--- config.mk ---
export PLATFORM = sky130hd
export DESIGN_NAME = fps_flag_to_pin_selector
export DESIGN_NICKNAME = d
export VERILOG_FILES = /design/src/core/fps_pkg.sv /design/src/core/fps_flag_to_pin_selector.sv
export VERILOG_INCLUDE_DIRS = /design/src /design/src/core
export SDC_FILE = /design/constraint.sdc
export NUM_CORES = 1
export LEC_CHECK = 0
export ABC_AREA = 1
export BUFFER_PORTS_ARGS = -buffer_cell sky130_fd_sc_hd__buf_2
export CORE_AREA = 5 5 42 44
export DETAILED_ROUTE_END_ITERATION = 16
export DIE_AREA = 0 0 47 49
export HOLD_SLACK_MARGIN = 0.02
export PLACE_DENSITY = 0.73
export REMOVE_ABC_BUFFERS = 1
export SYNTH_ARGS = -nofsm -noshare
export SYNTH_HDL_FRONTEND = slang
export SYNTH_SLANG_ARGS = --single-unit
export TNS_END_PERCENT = 50
--- constraint.sdc ---
create_clock -name sys_clk -period 0.95 [get_ports sys_clk]
set_input_delay 0.19 -clock sys_clk [delete_from_list [all_inputs] [get_ports sys_clk]]
set_output_delay 0.19 -clock sys_clk [all_outputs]
set_load 0.05 [all_outputs]
--- src/core/fps_map.svh ---
`ifndef FPS_MAP_SVH
`define FPS_MAP_SVH

// selector register reset value and field positions
`define FPS_SEL_RESET      8'h00
`define FPS_SEL_TWO_MSB    7
`define FPS_SEL_TWO_LSB    4
`define FPS_SEL_ONE_MSB    3
`define FPS_SEL_ONE_LSB    0

// source codes, common to both pins
`define FPS_CODE_FILT0     4'h0
`define FPS_CODE_FILT1     4'h1
`define FPS_CODE_WAKE      4'h2
// pin-specific codes
`define FPS_CODE_TWO_MODE_CHANGE_FLAG  4'h3
`define FPS_CODE_TWO_RXMT  4'h8
`define FPS_CODE_ONE_BERR  4'h3
`define FPS_CODE_ONE_TXDN  4'h4
`define FPS_CODE_ONE_RXQ   4'h6
`define FPS_CODE_ONE_TXFL  4'hf

`endif

--- src/core/fps_pkg.sv ---
package fps_pkg;

  // flags offered to the pin selectors
  typedef struct packed {
    logic filter_zero_hit;
    logic filter_one_hit;
    logic wake_flag;
    logic mode_change_flag;
    logic bus_error_flag;
    logic tx_done_flag;
    logic rx_queue_flag;
    logic rx_queue_empty;
    logic tx_queue_full;
  } fps_flags_type;

  typedef struct packed {
    logic [3:0] second_pin_source_select;
    logic [3:0] first_pin_source_select;
  } fps_sel_type;

endpackage

--- src/core/fps_flag_to_pin_selector.sv ---
`timescale 1ns/100ps
`include "fps_map.svh"

// Notes on behaviour
// - bits 7..4 pick the second pin source; read/write; reset to zero.
// - bits 3..0 pick the first pin source; read/write; reset to zero.
// - codes 0,1,2 follow filter zero, filter one and wake flags on either pin.
// - second pin code 3 follows the mode change flag.
// - first pin code 3 follows the bus error flag.
// - first pin code 4 follows the transmission complete flag.
// - first pin code 6 follows the receive queue flag.
// - second pin code 8 follows the receive queue empty flag.
// - first pin code 15 follows the transmit queue full flag.
// - programmed selection shows flag values on the pins without a register read.
module fps_flag_to_pin_selector (
  input  wire logic                  sys_clk,
  input  wire logic                  rst_b,
  input  wire logic                  sel_wr,
  input  wire logic [7:0]            sel_wdata,
  input  wire fps_pkg::fps_flags_type flags,
  output logic [7:0]                 sel_rdata,
  output logic                       aux_output_one,
  output logic                       aux_output_two
);
  import fps_pkg::*;

  // ------------------------------------------------------------
  // selector register
  // ------------------------------------------------------------
  // written by the serial port block, which keeps mode 0 framing
  fps_sel_type sel;
  fps_sel_type next_sel;

  always_comb begin
    next_sel = sel;
    if (sel_wr) begin
      next_sel.second_pin_source_select = sel_wdata[`FPS_SEL_TWO_MSB:`FPS_SEL_TWO_LSB];
      next_sel.first_pin_source_select  = sel_wdata[`FPS_SEL_ONE_MSB:`FPS_SEL_ONE_LSB];
    end
  end

  always_ff @(posedge sys_clk or negedge rst_b) begin
    if (!rst_b) begin
      sel <= fps_sel_type'(`FPS_SEL_RESET);
    end else begin
      sel <= next_sel;
    end
  end

  // ------------------------------------------------------------
  // source decode
  // ------------------------------------------------------------
  // codes not listed read as reserved and keep the pin low
  function automatic logic pick_two(input logic [3:0] code, input fps_flags_type f);
    case (code)
      `FPS_CODE_FILT0:    pick_two = f.filter_zero_hit;
      `FPS_CODE_FILT1:    pick_two = f.filter_one_hit;
      `FPS_CODE_WAKE:     pick_two = f.wake_flag;
      `FPS_CODE_TWO_MODE_CHANGE_FLAG: pick_two = f.mode_change_flag;
      `FPS_CODE_TWO_RXMT: pick_two = f.rx_queue_empty;
      default:            pick_two = 1'b0;
    endcase
  endfunction

  function automatic logic pick_one(input logic [3:0] code, input fps_flags_type f);
    case (code)
      `FPS_CODE_FILT0:    pick_one = f.filter_zero_hit;
      `FPS_CODE_FILT1:    pick_one = f.filter_one_hit;
      `FPS_CODE_WAKE:     pick_one = f.wake_flag;
      `FPS_CODE_ONE_BERR: pick_one = f.bus_error_flag;
      `FPS_CODE_ONE_TXDN: pick_one = f.tx_done_flag;
      `FPS_CODE_ONE_RXQ:  pick_one = f.rx_queue_flag;
      `FPS_CODE_ONE_TXFL: pick_one = f.tx_queue_full;
      default:            pick_one = 1'b0;
    endcase
  endfunction

  // ------------------------------------------------------------
  // registered outputs
  // ------------------------------------------------------------
  // one clock of latency buys glitch-free pins off a mux
  logic       next_one;
  logic       next_two;
  logic [7:0] next_rdata;

  always_comb begin
    next_one   = pick_one(sel.first_pin_source_select, flags);
    next_two   = pick_two(sel.second_pin_source_select, flags);
    next_rdata = next_sel;
  end

  always_ff @(posedge sys_clk or negedge rst_b) begin
    if (!rst_b) begin
      aux_output_one <= 1'b0;
      aux_output_two <= 1'b0;
      sel_rdata      <= `FPS_SEL_RESET;
    end else begin
      aux_output_one <= next_one;
      aux_output_two <= next_two;
      sel_rdata      <= next_rdata;
    end
  end

  // ------------------------------------------------------------
  // checks
  // ------------------------------------------------------------
  // every attempt except a_reset_clear and a_sel_readback_held needs reset sampled high: at the release edge the output flops
  // are still held in reset, so a check launched there would compare stale values
  logic [7:0] chk_last_wr;
  logic [7:0] next_chk_last_wr;

  always_comb begin
    next_chk_last_wr = chk_last_wr;
    if (sel_wr) begin
      next_chk_last_wr = sel_wdata;
    end
  end

  always_ff @(posedge sys_clk or negedge rst_b) begin
    if (!rst_b) begin
      chk_last_wr <= `FPS_SEL_RESET;
    end else begin
      chk_last_wr <= next_chk_last_wr;
    end
  end

  // register and reset
  a_reset_clear: assert property (
    @(posedge sys_clk)
    !rst_b |=> sel_rdata == `FPS_SEL_RESET && !aux_output_one && !aux_output_two)
    else $error("outputs not cleared by reset");
  a_sel_write_kept: assert property (
    @(posedge sys_clk) disable iff (!rst_b)
    rst_b && sel_wr |=> sel_rdata == $past(sel_wdata))
    else $error("readback differs from write");
  a_sel_field_high: assert property (
    @(posedge sys_clk) disable iff (!rst_b)
    rst_b && sel_wr |=> sel.second_pin_source_select == $past(sel_wdata[7:4]))
    else $error("high field wrong");
  a_sel_field_low: assert property (
    @(posedge sys_clk) disable iff (!rst_b)
    rst_b && sel_wr |=> sel.first_pin_source_select == $past(sel_wdata[3:0]))
    else $error("low field wrong");
  a_sel_no_write: assert property (
    @(posedge sys_clk) disable iff (!rst_b)
    rst_b && !sel_wr |=> $stable(sel))
    else $error("selector changed without a write");
  a_sel_readback_held: assert property (
    @(posedge sys_clk) disable iff (!rst_b)
    sel_rdata == chk_last_wr)
    else $error("readback lost between writes");

  // pin one
  a_one_filter_zero: assert property (
    @(posedge sys_clk) disable iff (!rst_b)
    rst_b && sel.first_pin_source_select == `FPS_CODE_FILT0 |=> aux_output_one == $past(flags.filter_zero_hit))
    else $error("pin one not following filter zero");
  a_one_filter_one: assert property (
    @(posedge sys_clk) disable iff (!rst_b)
    rst_b && sel.first_pin_source_select == `FPS_CODE_FILT1 |=> aux_output_one == $past(flags.filter_one_hit))
    else $error("pin one not following filter one");
  a_one_wake: assert property (
    @(posedge sys_clk) disable iff (!rst_b)
    rst_b && sel.first_pin_source_select == `FPS_CODE_WAKE |=> aux_output_one == $past(flags.wake_flag))
    else $error("pin one not following wake");
  a_one_bus_err: assert property (
    @(posedge sys_clk) disable iff (!rst_b)
    rst_b && sel.first_pin_source_select == `FPS_CODE_ONE_BERR |=> aux_output_one == $past(flags.bus_error_flag))
    else $error("pin one not following bus error");
  a_one_tx_done: assert property (
    @(posedge sys_clk) disable iff (!rst_b)
    rst_b && sel.first_pin_source_select == `FPS_CODE_ONE_TXDN |=> aux_output_one == $past(flags.tx_done_flag))
    else $error("pin one not following tx done");
  a_one_rx_queue: assert property (
    @(posedge sys_clk) disable iff (!rst_b)
    rst_b && sel.first_pin_source_select == `FPS_CODE_ONE_RXQ |=> aux_output_one == $past(flags.rx_queue_flag))
    else $error("pin one not following rx queue");
  a_one_tx_full: assert property (
    @(posedge sys_clk) disable iff (!rst_b)
    rst_b && sel.first_pin_source_select == `FPS_CODE_ONE_TXFL |=> aux_output_one == $past(flags.tx_queue_full))
    else $error("pin one not following tx full");
  // codes with no mapped source keep the pin low
  a_one_reserved_low: assert property (
    @(posedge sys_clk) disable iff (!rst_b)
    rst_b && sel.first_pin_source_select == 4'h5 |=> !aux_output_one)
    else $error("reserved code drove pin one");
  a_one_reserved_rest: assert property (
    @(posedge sys_clk) disable iff (!rst_b)
    rst_b && sel.first_pin_source_select inside {[4'h7:4'he]} |=> !aux_output_one)
    else $error("reserved code drove pin one");

  // pin two
  a_two_filter_zero: assert property (
    @(posedge sys_clk) disable iff (!rst_b)
    rst_b && sel.second_pin_source_select == `FPS_CODE_FILT0 |=> aux_output_two == $past(flags.filter_zero_hit))
    else $error("pin two not following filter zero");
  a_two_filter_one: assert property (
    @(posedge sys_clk) disable iff (!rst_b)
    rst_b && sel.second_pin_source_select == `FPS_CODE_FILT1 |=> aux_output_two == $past(flags.filter_one_hit))
    else $error("pin two not following filter one");
  a_two_wake: assert property (
    @(posedge sys_clk) disable iff (!rst_b)
    rst_b && sel.second_pin_source_select == `FPS_CODE_WAKE |=> aux_output_two == $past(flags.wake_flag))
    else $error("pin two not following wake");
  a_two_mode_chg: assert property (
    @(posedge sys_clk) disable iff (!rst_b)
    rst_b && sel.second_pin_source_select == `FPS_CODE_TWO_MODE_CHANGE_FLAG |=> aux_output_two == $past(flags.mode_change_flag))
    else $error("pin two not following mode change");
  a_two_rx_empty: assert property (
    @(posedge sys_clk) disable iff (!rst_b)
    rst_b && sel.second_pin_source_select == `FPS_CODE_TWO_RXMT |=> aux_output_two == $past(flags.rx_queue_empty))
    else $error("pin two not following rx empty");
  // codes with no mapped source keep the pin low
  a_two_reserved_mid: assert property (
    @(posedge sys_clk) disable iff (!rst_b)
    rst_b && sel.second_pin_source_select inside {[4'h4:4'h7]} |=> !aux_output_two)
    else $error("reserved code drove pin two");
  a_two_reserved_top: assert property (
    @(posedge sys_clk) disable iff (!rst_b)
    rst_b && sel.second_pin_source_select inside {[4'h9:4'hf]} |=> !aux_output_two)
    else $error("reserved code drove pin two");

endmodule

==> run metrics, run 1 <==
Die Wd 47 um; Power, Total 0.00127 W; Yosys warnings 0; Filler cells 133; Fmax achieved 953 MHz; first drt pass iteration count 4; Async SR Flop Fraction 100%; critical path data arrival time 0.86 ns; Fin. Hold Viols 0; final WL 1.33 mm; Setup crit start kind flip-flop; met2 wire len 677 um; PnR worst setup slack -0.0996 ns; total gr overflow 0; cell taking the most area after synthesis dfrtp_1; FP Rows 14; Post-synth top cells nand2_1, nor2_1, dfrtp_1, nand3_1, inv_1; Die Y-Extent 49 um; largest family of logic cells by synthesized area simple AND/OR/NAND/NOR gates; largest net degree at the start of global routing 11; Most used DFF post-synth dfrtp_1; PortBufs 29; All-Layer GR Usage 12.7%; Lkg Pwr 0.465 nW; crit end category output port; Vias per Instance 4.62; fin crit period 1.05 ns; Max Clock Skew 0.000245 ns; synthesized-area fraction occupied by adder cells 0%; most common cell in the synthesized netlist nand2_1; status finished with violations; Compound-Gate Fraction of Synth Area 5.71%; # Max-Cap Violations 0; Setup Crit Path Kind reg -> out; initial antenna violation count 0; syn_area_per_cell 7.40 um2; dpl ws 0.0311 ns; placed cell areas 693 um2; share of the synthesized area in the top cell type 47.6%; buffers plus inverters on the worst setup path 1; mux cell area share after synthesis 4.29%; CP cell instances buf_6; multi-input combinational cell area 251 um2; die area 0.00230 mm2; clk root buf clkbuf_4; Worst path slowest cell dfrtp_2; sequential area share after synthesis 47.6%; dpl hpwl 1.05 mm; Worst VDD drop 0.865 mV; clock sinks 10; Final #Nets 130; required time of the worst setup path 0.76 ns; fin. max-slew vios 0; Slew HR 84.7%; Post-Syn Instances 71; simple logic cell fraction of the synthesized area 35.0%; wire per inst 10.7 um; final cell area excluding filler cells 843 um2; Tcrit/Tclk final 110%; xor and xnor area share after synthesis 0%; Register Area 253 um2; ant diodes 0; crit path max fanout 4; final number of setup-violating endpoints 12; length of routed met3 wiring 143 um; Crit path max-delay family flip-flops; Cell Area, Synth 526 um2; vias 573; TritonCTS buffer count 3; area growth from synthesis to layout 60.5%; Hold Crit Class in -> reg; wl on met1 501 um; Clock Tree Buf Depth 2; FF+latch count, synth 10; vias in the first global route 554; CORE AREA 0.00140 mm2; worst hold slack 0.144 ns; Max stage delay on crit path 0.44 ns; power density over the cells 1500 mW/mm2; CTS tree done; Reg clk slew, reported paths 0.06 ns; initial DRC count 3; violated checks negative setup slack; count of cell types in the netlist 9; DRC viols 0; share of layout cells above drive strength 1 44.4%; Initial Utilization 37.5%; worst-skew pair later-pin latency 0.25 ns; RSZ-0062 raised after global routing yes; H-tree Lvls 1; number of synthesized flops with an enable pin 0; Least-Margin Pin Slew 0.229 ns; first-pass GRT wire length 2.20 mm; Max Used Layer met4; synth top area cells dfrtp_1, nand2_1, nand3_1; gpl congestion 0.712; DRT antenna net count 0; Top-Level Pins 30
[state kept, by name, indices dropped and copies added, names as in the netlist]
register	count
sel_rdata	7
aux_output_two	1
aux_output_one	1
sel	1
[cell usage in the layout (no fill, tap or decap), drive strengths merged]
| master | netlist | layout |
|---|---|---|
| inv | 9 | 9 |
| dfrtp | 10 | 10 |
| clkbuf | 0 | 3 |
| nand2 | 18 | 18 |
| nand3 | 10 | 10 |
| mux2 | 2 | 2 |
| o21ai | 6 | 6 |
| nor2 | 15 | 15 |
| dlygate4sd3 | 0 | 1 |
| buf | 1 | 34 |
[power breakdown]
group / leakage [nW] / internal, W / switching [W]
clock network: 0.0138 / 0.000146 / 0.000129
logic: 0.331 / 0.000188 / 0.000290
registers: 0.120 / 0.000471 / 0.0000436
total: 0.465 / 0.000805 / 0.000463
[through the flow]
stage | TNS, ns | utilization, % | std cells
floorplan | -0.753 | - | 70
finish | -0.735 | 60.2 | 124
detailed placement | 0 | 49.5 | 116
global placement | 0 | 49.5 | 116
global route | -1.25 | 60.2 | 124
CTS | -0.811 | 58.4 | 124
[final timing paths]
path	depth (start not counted)	slack [ns]	endpoint	from
setup / recovery	1	-0.1	sel_rdata[2]	sel_rdata[2]$_DFFE_PN0P_
hold reg to reg	2	0.61	sel[7]$_DFFE_PN0P_	sel[7]$_DFFE_PN0P_
min in group asynchronous	2	0.33	sel[7]$_DFFE_PN0P_	rst_b
hold / removal	3	0.14	sel[7]$_DFFE_PN0P_	sel_wdata[7]
max in group asynchronous	2	0.42	sel_rdata[2]$_DFFE_PN0P_	rst_b
setup reg to reg	7	-0.06	aux_output_two$_DFF_PN0_	sel_rdata[4]$_DFFE_PN0P_
[cells by family (layout without fill, tap and decap cells)]
| logic type | after synthesis | in the layout |
|---|---|---|
| and+or+nand+nor | 43 | 43 |
| DFF | 10 | 10 |
| AOI/OAI and AO/OA | 6 | 6 |
| buffers and inverters | 10 | 47 |
| muxes | 2 | 2 |
[area by class of cell]
type | instances | share of cell area, %
timing repair buffer | 35 | 31.2
multi-input combinational | 51 | 29.8
sequential | 10 | 30.0
clock buffer | 3 | 2.67
tap | 16 | 2.37
inverter | 9 | 4.01
[what timing repair did]
action,4_1_cts,5_1_grt
hold endpoints to repair,10,0
resized for setup,20,9
pin swaps,0,4
endpoints found under the setup margin,10,12
cloned,0,0
buffers inserted,4,0
hold buffers,1,0
[metal layers]
| metal | vias up | track usage (%) |
|---|---|---|
| met2 | 18 | 21.0 |
| met4 | 0 | 4.15 |
| met5 | - | 0 |
| li1 | 297 | - |
| met3 | 2 | 4.80 |
| met1 | 256 | 14.5 |
Power figures use the tool's default switching activity.
==> inputs of run 2 (changes only) <==
--- a/config.mk
+++ b/config.mk
@@ -8,9 +8,9 @@
 export LEC_CHECK = 0
 export ABC_AREA = 1
 export BUFFER_PORTS_ARGS = -buffer_cell sky130_fd_sc_hd__buf_2
-export CORE_AREA = 5 5 42 44
+export CORE_AREA = 2 2 39 41
 export DETAILED_ROUTE_END_ITERATION = 16
-export DIE_AREA = 0 0 47 49
+export DIE_AREA = 0 0 41 43
 export HOLD_SLACK_MARGIN = 0.02
 export PLACE_DENSITY = 0.73
 export REMOVE_ABC_BUFFERS = 1
==> constraint.sdc (replaced) <==
create_clock -name sys_clk -period 1.1 [get_ports sys_clk]
set_input_delay 0.22 -clock sys_clk [delete_from_list [all_inputs] [get_ports sys_clk]]
set_output_delay 0.22 -clock sys_clk [all_outputs]
set_load 0.05 [all_outputs]
==> run metrics, run 2 (synthesized netlist as in run 1, its figures left out) <==
status finished clean; vias in the first global route 487; wire per inst 9.67 um; clk root buf clkbuf_4; PortBufs 29; TritonCTS buffer count 3; Die Y-Extent 43 um; Vias per Instance 4.52; final WL 1.18 mm; crit path max fanout 5; Finished Layout Cells 122; Final Util 58.3%; Switching Fraction 34.9%; Top-Level Pins 30; Worst path slowest cell dfrtp_2; multi-input combinational cell area 236 um2; H-tree Lvls 1; Comb pwr share 32.1%; Max Clock Skew 0.00504 ns; ant diodes 0; All-Layer GR Usage 15.7%; Setup crit start kind flip-flop; Initial Utilization 38.0%; largest net degree at the start of global routing 11; die area 0.00176 mm2; Filler cells 124; Flop pwr share 39.2%; max reg flops 7; required time of the worst setup path 0.88 ns; Clk network pwr share 28.7%; setup slack, reg-to-reg 0.08 ns; Max stage delay on crit path 0.44 ns; Placed Cells 116; fin. max-slew vios 0; worst-skew pair later-pin latency 0.26 ns; clock sinks 10; most frequent cells in the layout buf_2, nand2_1, nor2_1, nand3_1; dpl hpwl 935 um; first drt pass iteration count 4; gpl congestion 0.752; Final #Nets 127; final cell area excluding filler cells 807 um2; worst hold slack 0.162 ns; initial antenna violation count 0; first-pass GRT wire length 1.84 mm; DRC viols 0; final number of setup-violating endpoints 0; Clock Tree Buf Depth 2; power density over the cells 1410 mW/mm2; vias 551; Hold Crit Class in -> reg; share of layout cells above drive strength 1 41.5%; CORE AREA 0.00138 mm2; Fmax achieved 916 MHz; Register Area 254 um2; Slew HR 83.6%; CTS tree done; placed cell areas 693 um2; FP Rows 14; Lkg Pwr 0.452 nW; total gr overflow 0; Tcrit/Tclk final 99.2%; initial DRC count 4; Reg clk slew, reported paths 0.07 ns; internal power 0.000742 W; DRT antenna net count 0; crit end category output port; # Max-Cap Violations 0; critical path data arrival time 0.87 ns; Crit path max-delay family flip-flops; fin crit period 1.09 ns; Setup Crit Path Kind reg -> out; Least-Margin Pin Slew 0.248 ns; Switching Power 0.000397 W; Die Wd 41 um; area growth from synthesis to layout 53.6%; buffers plus inverters on the worst setup path 1; CP cell instances buf_6; Worst VDD drop 0.777 mV; Most flops, register sel_rdata; Fin. Hold Viols 0; commonest non-fill, non-tap cell in the layout buf_2; RSZ-0062 raised after global routing yes
[run 2: cell types whose count changed in the layout (fill, tap and decap cells not counted), moves of 2 or more]
cell	delta
buf_4	-2
inv_1	+2
buf_6	-3
inv_2	-2
nor2_2	+2
nor2_4	-2
[run 2: path summary, 6_finish.rpt]
path,startpoint,end,cells after the start
setup reg to reg,sel_rdata[0]$_DFFE_PN0P_,aux_output_one$_DFF_PN0_,7
setup / recovery,sel_rdata[3]$_DFFE_PN0P_,sel_rdata[3],1
max in group asynchronous,rst_b,sel_rdata[4]$_DFFE_PN0P_,2
hold / removal,sel_wdata[1],sel_rdata[1]$_DFFE_PN0P_,3
min in group asynchronous,rst_b,sel_rdata[0]$_DFFE_PN0P_,2
hold reg to reg,sel[7]$_DFFE_PN0P_,sel[7]$_DFFE_PN0P_,2
[run 2: layout make-up]
class	instances	share of cell area, %
inverter	9	4.19
timing repair buffer	32	28.1
multi-input combinational	51	29.3
clock buffer	4	4.50
sequential	10	31.5
tap	16	2.48
[run 2: repair_timing]
action / in CTS / in global routing
hold buffers: 1 / 0
setup buffers: 1 / 0
resized for setup: 15 / 6
endpoints found under the hold margin: 10 / 0
setup endpoints to repair: 8 / 9
pin swaps: 0 / 1
[run 2: routing by layer]
| metal | GRT usage (%) | vias up | share of wire (%) |
|---|---|---|---|
| met1 | 16.3 | 244 | 44 |
| met5 | 0 | - | 0 |
| met4 | 10.0 | 0 | 1.8 |
| li1 | - | 290 | - |
| met2 | 26.6 | 15 | 49 |
| met3 | 3.14 | 2 | 5.1 |
[run 2: stage by stage]
step | setup TNS (ns) | worst slack (ns) | total power, W
CTS | -0.0157 | -0.0157 | 0.00114
finish | 0 | 0.00875 | 0.00114
global placement | 0 | 0.185 | 0.000761
global route | -0.0463 | -0.0238 | 0.00119
floorplan | -0.139 | -0.0816 | 0.000659
detailed placement | 0 | 0.182 | 0.000765
[run 2: power by group through the flow]
| stage | registers (W) | logic (W) | clock network (W) |
|---|---|---|---|
| floorplan | 0.000580 | 0.0000789 | 0 |
| global placement | 0.000445 | 0.000317 | 0 |
| detailed placement | 0.000446 | 0.000319 | 0 |
| CTS | 0.000443 | 0.000360 | 0.000335 |
| global route | 0.000454 | 0.000394 | 0.000346 |
| finish | 0.000446 | 0.000365 | 0.000327 |
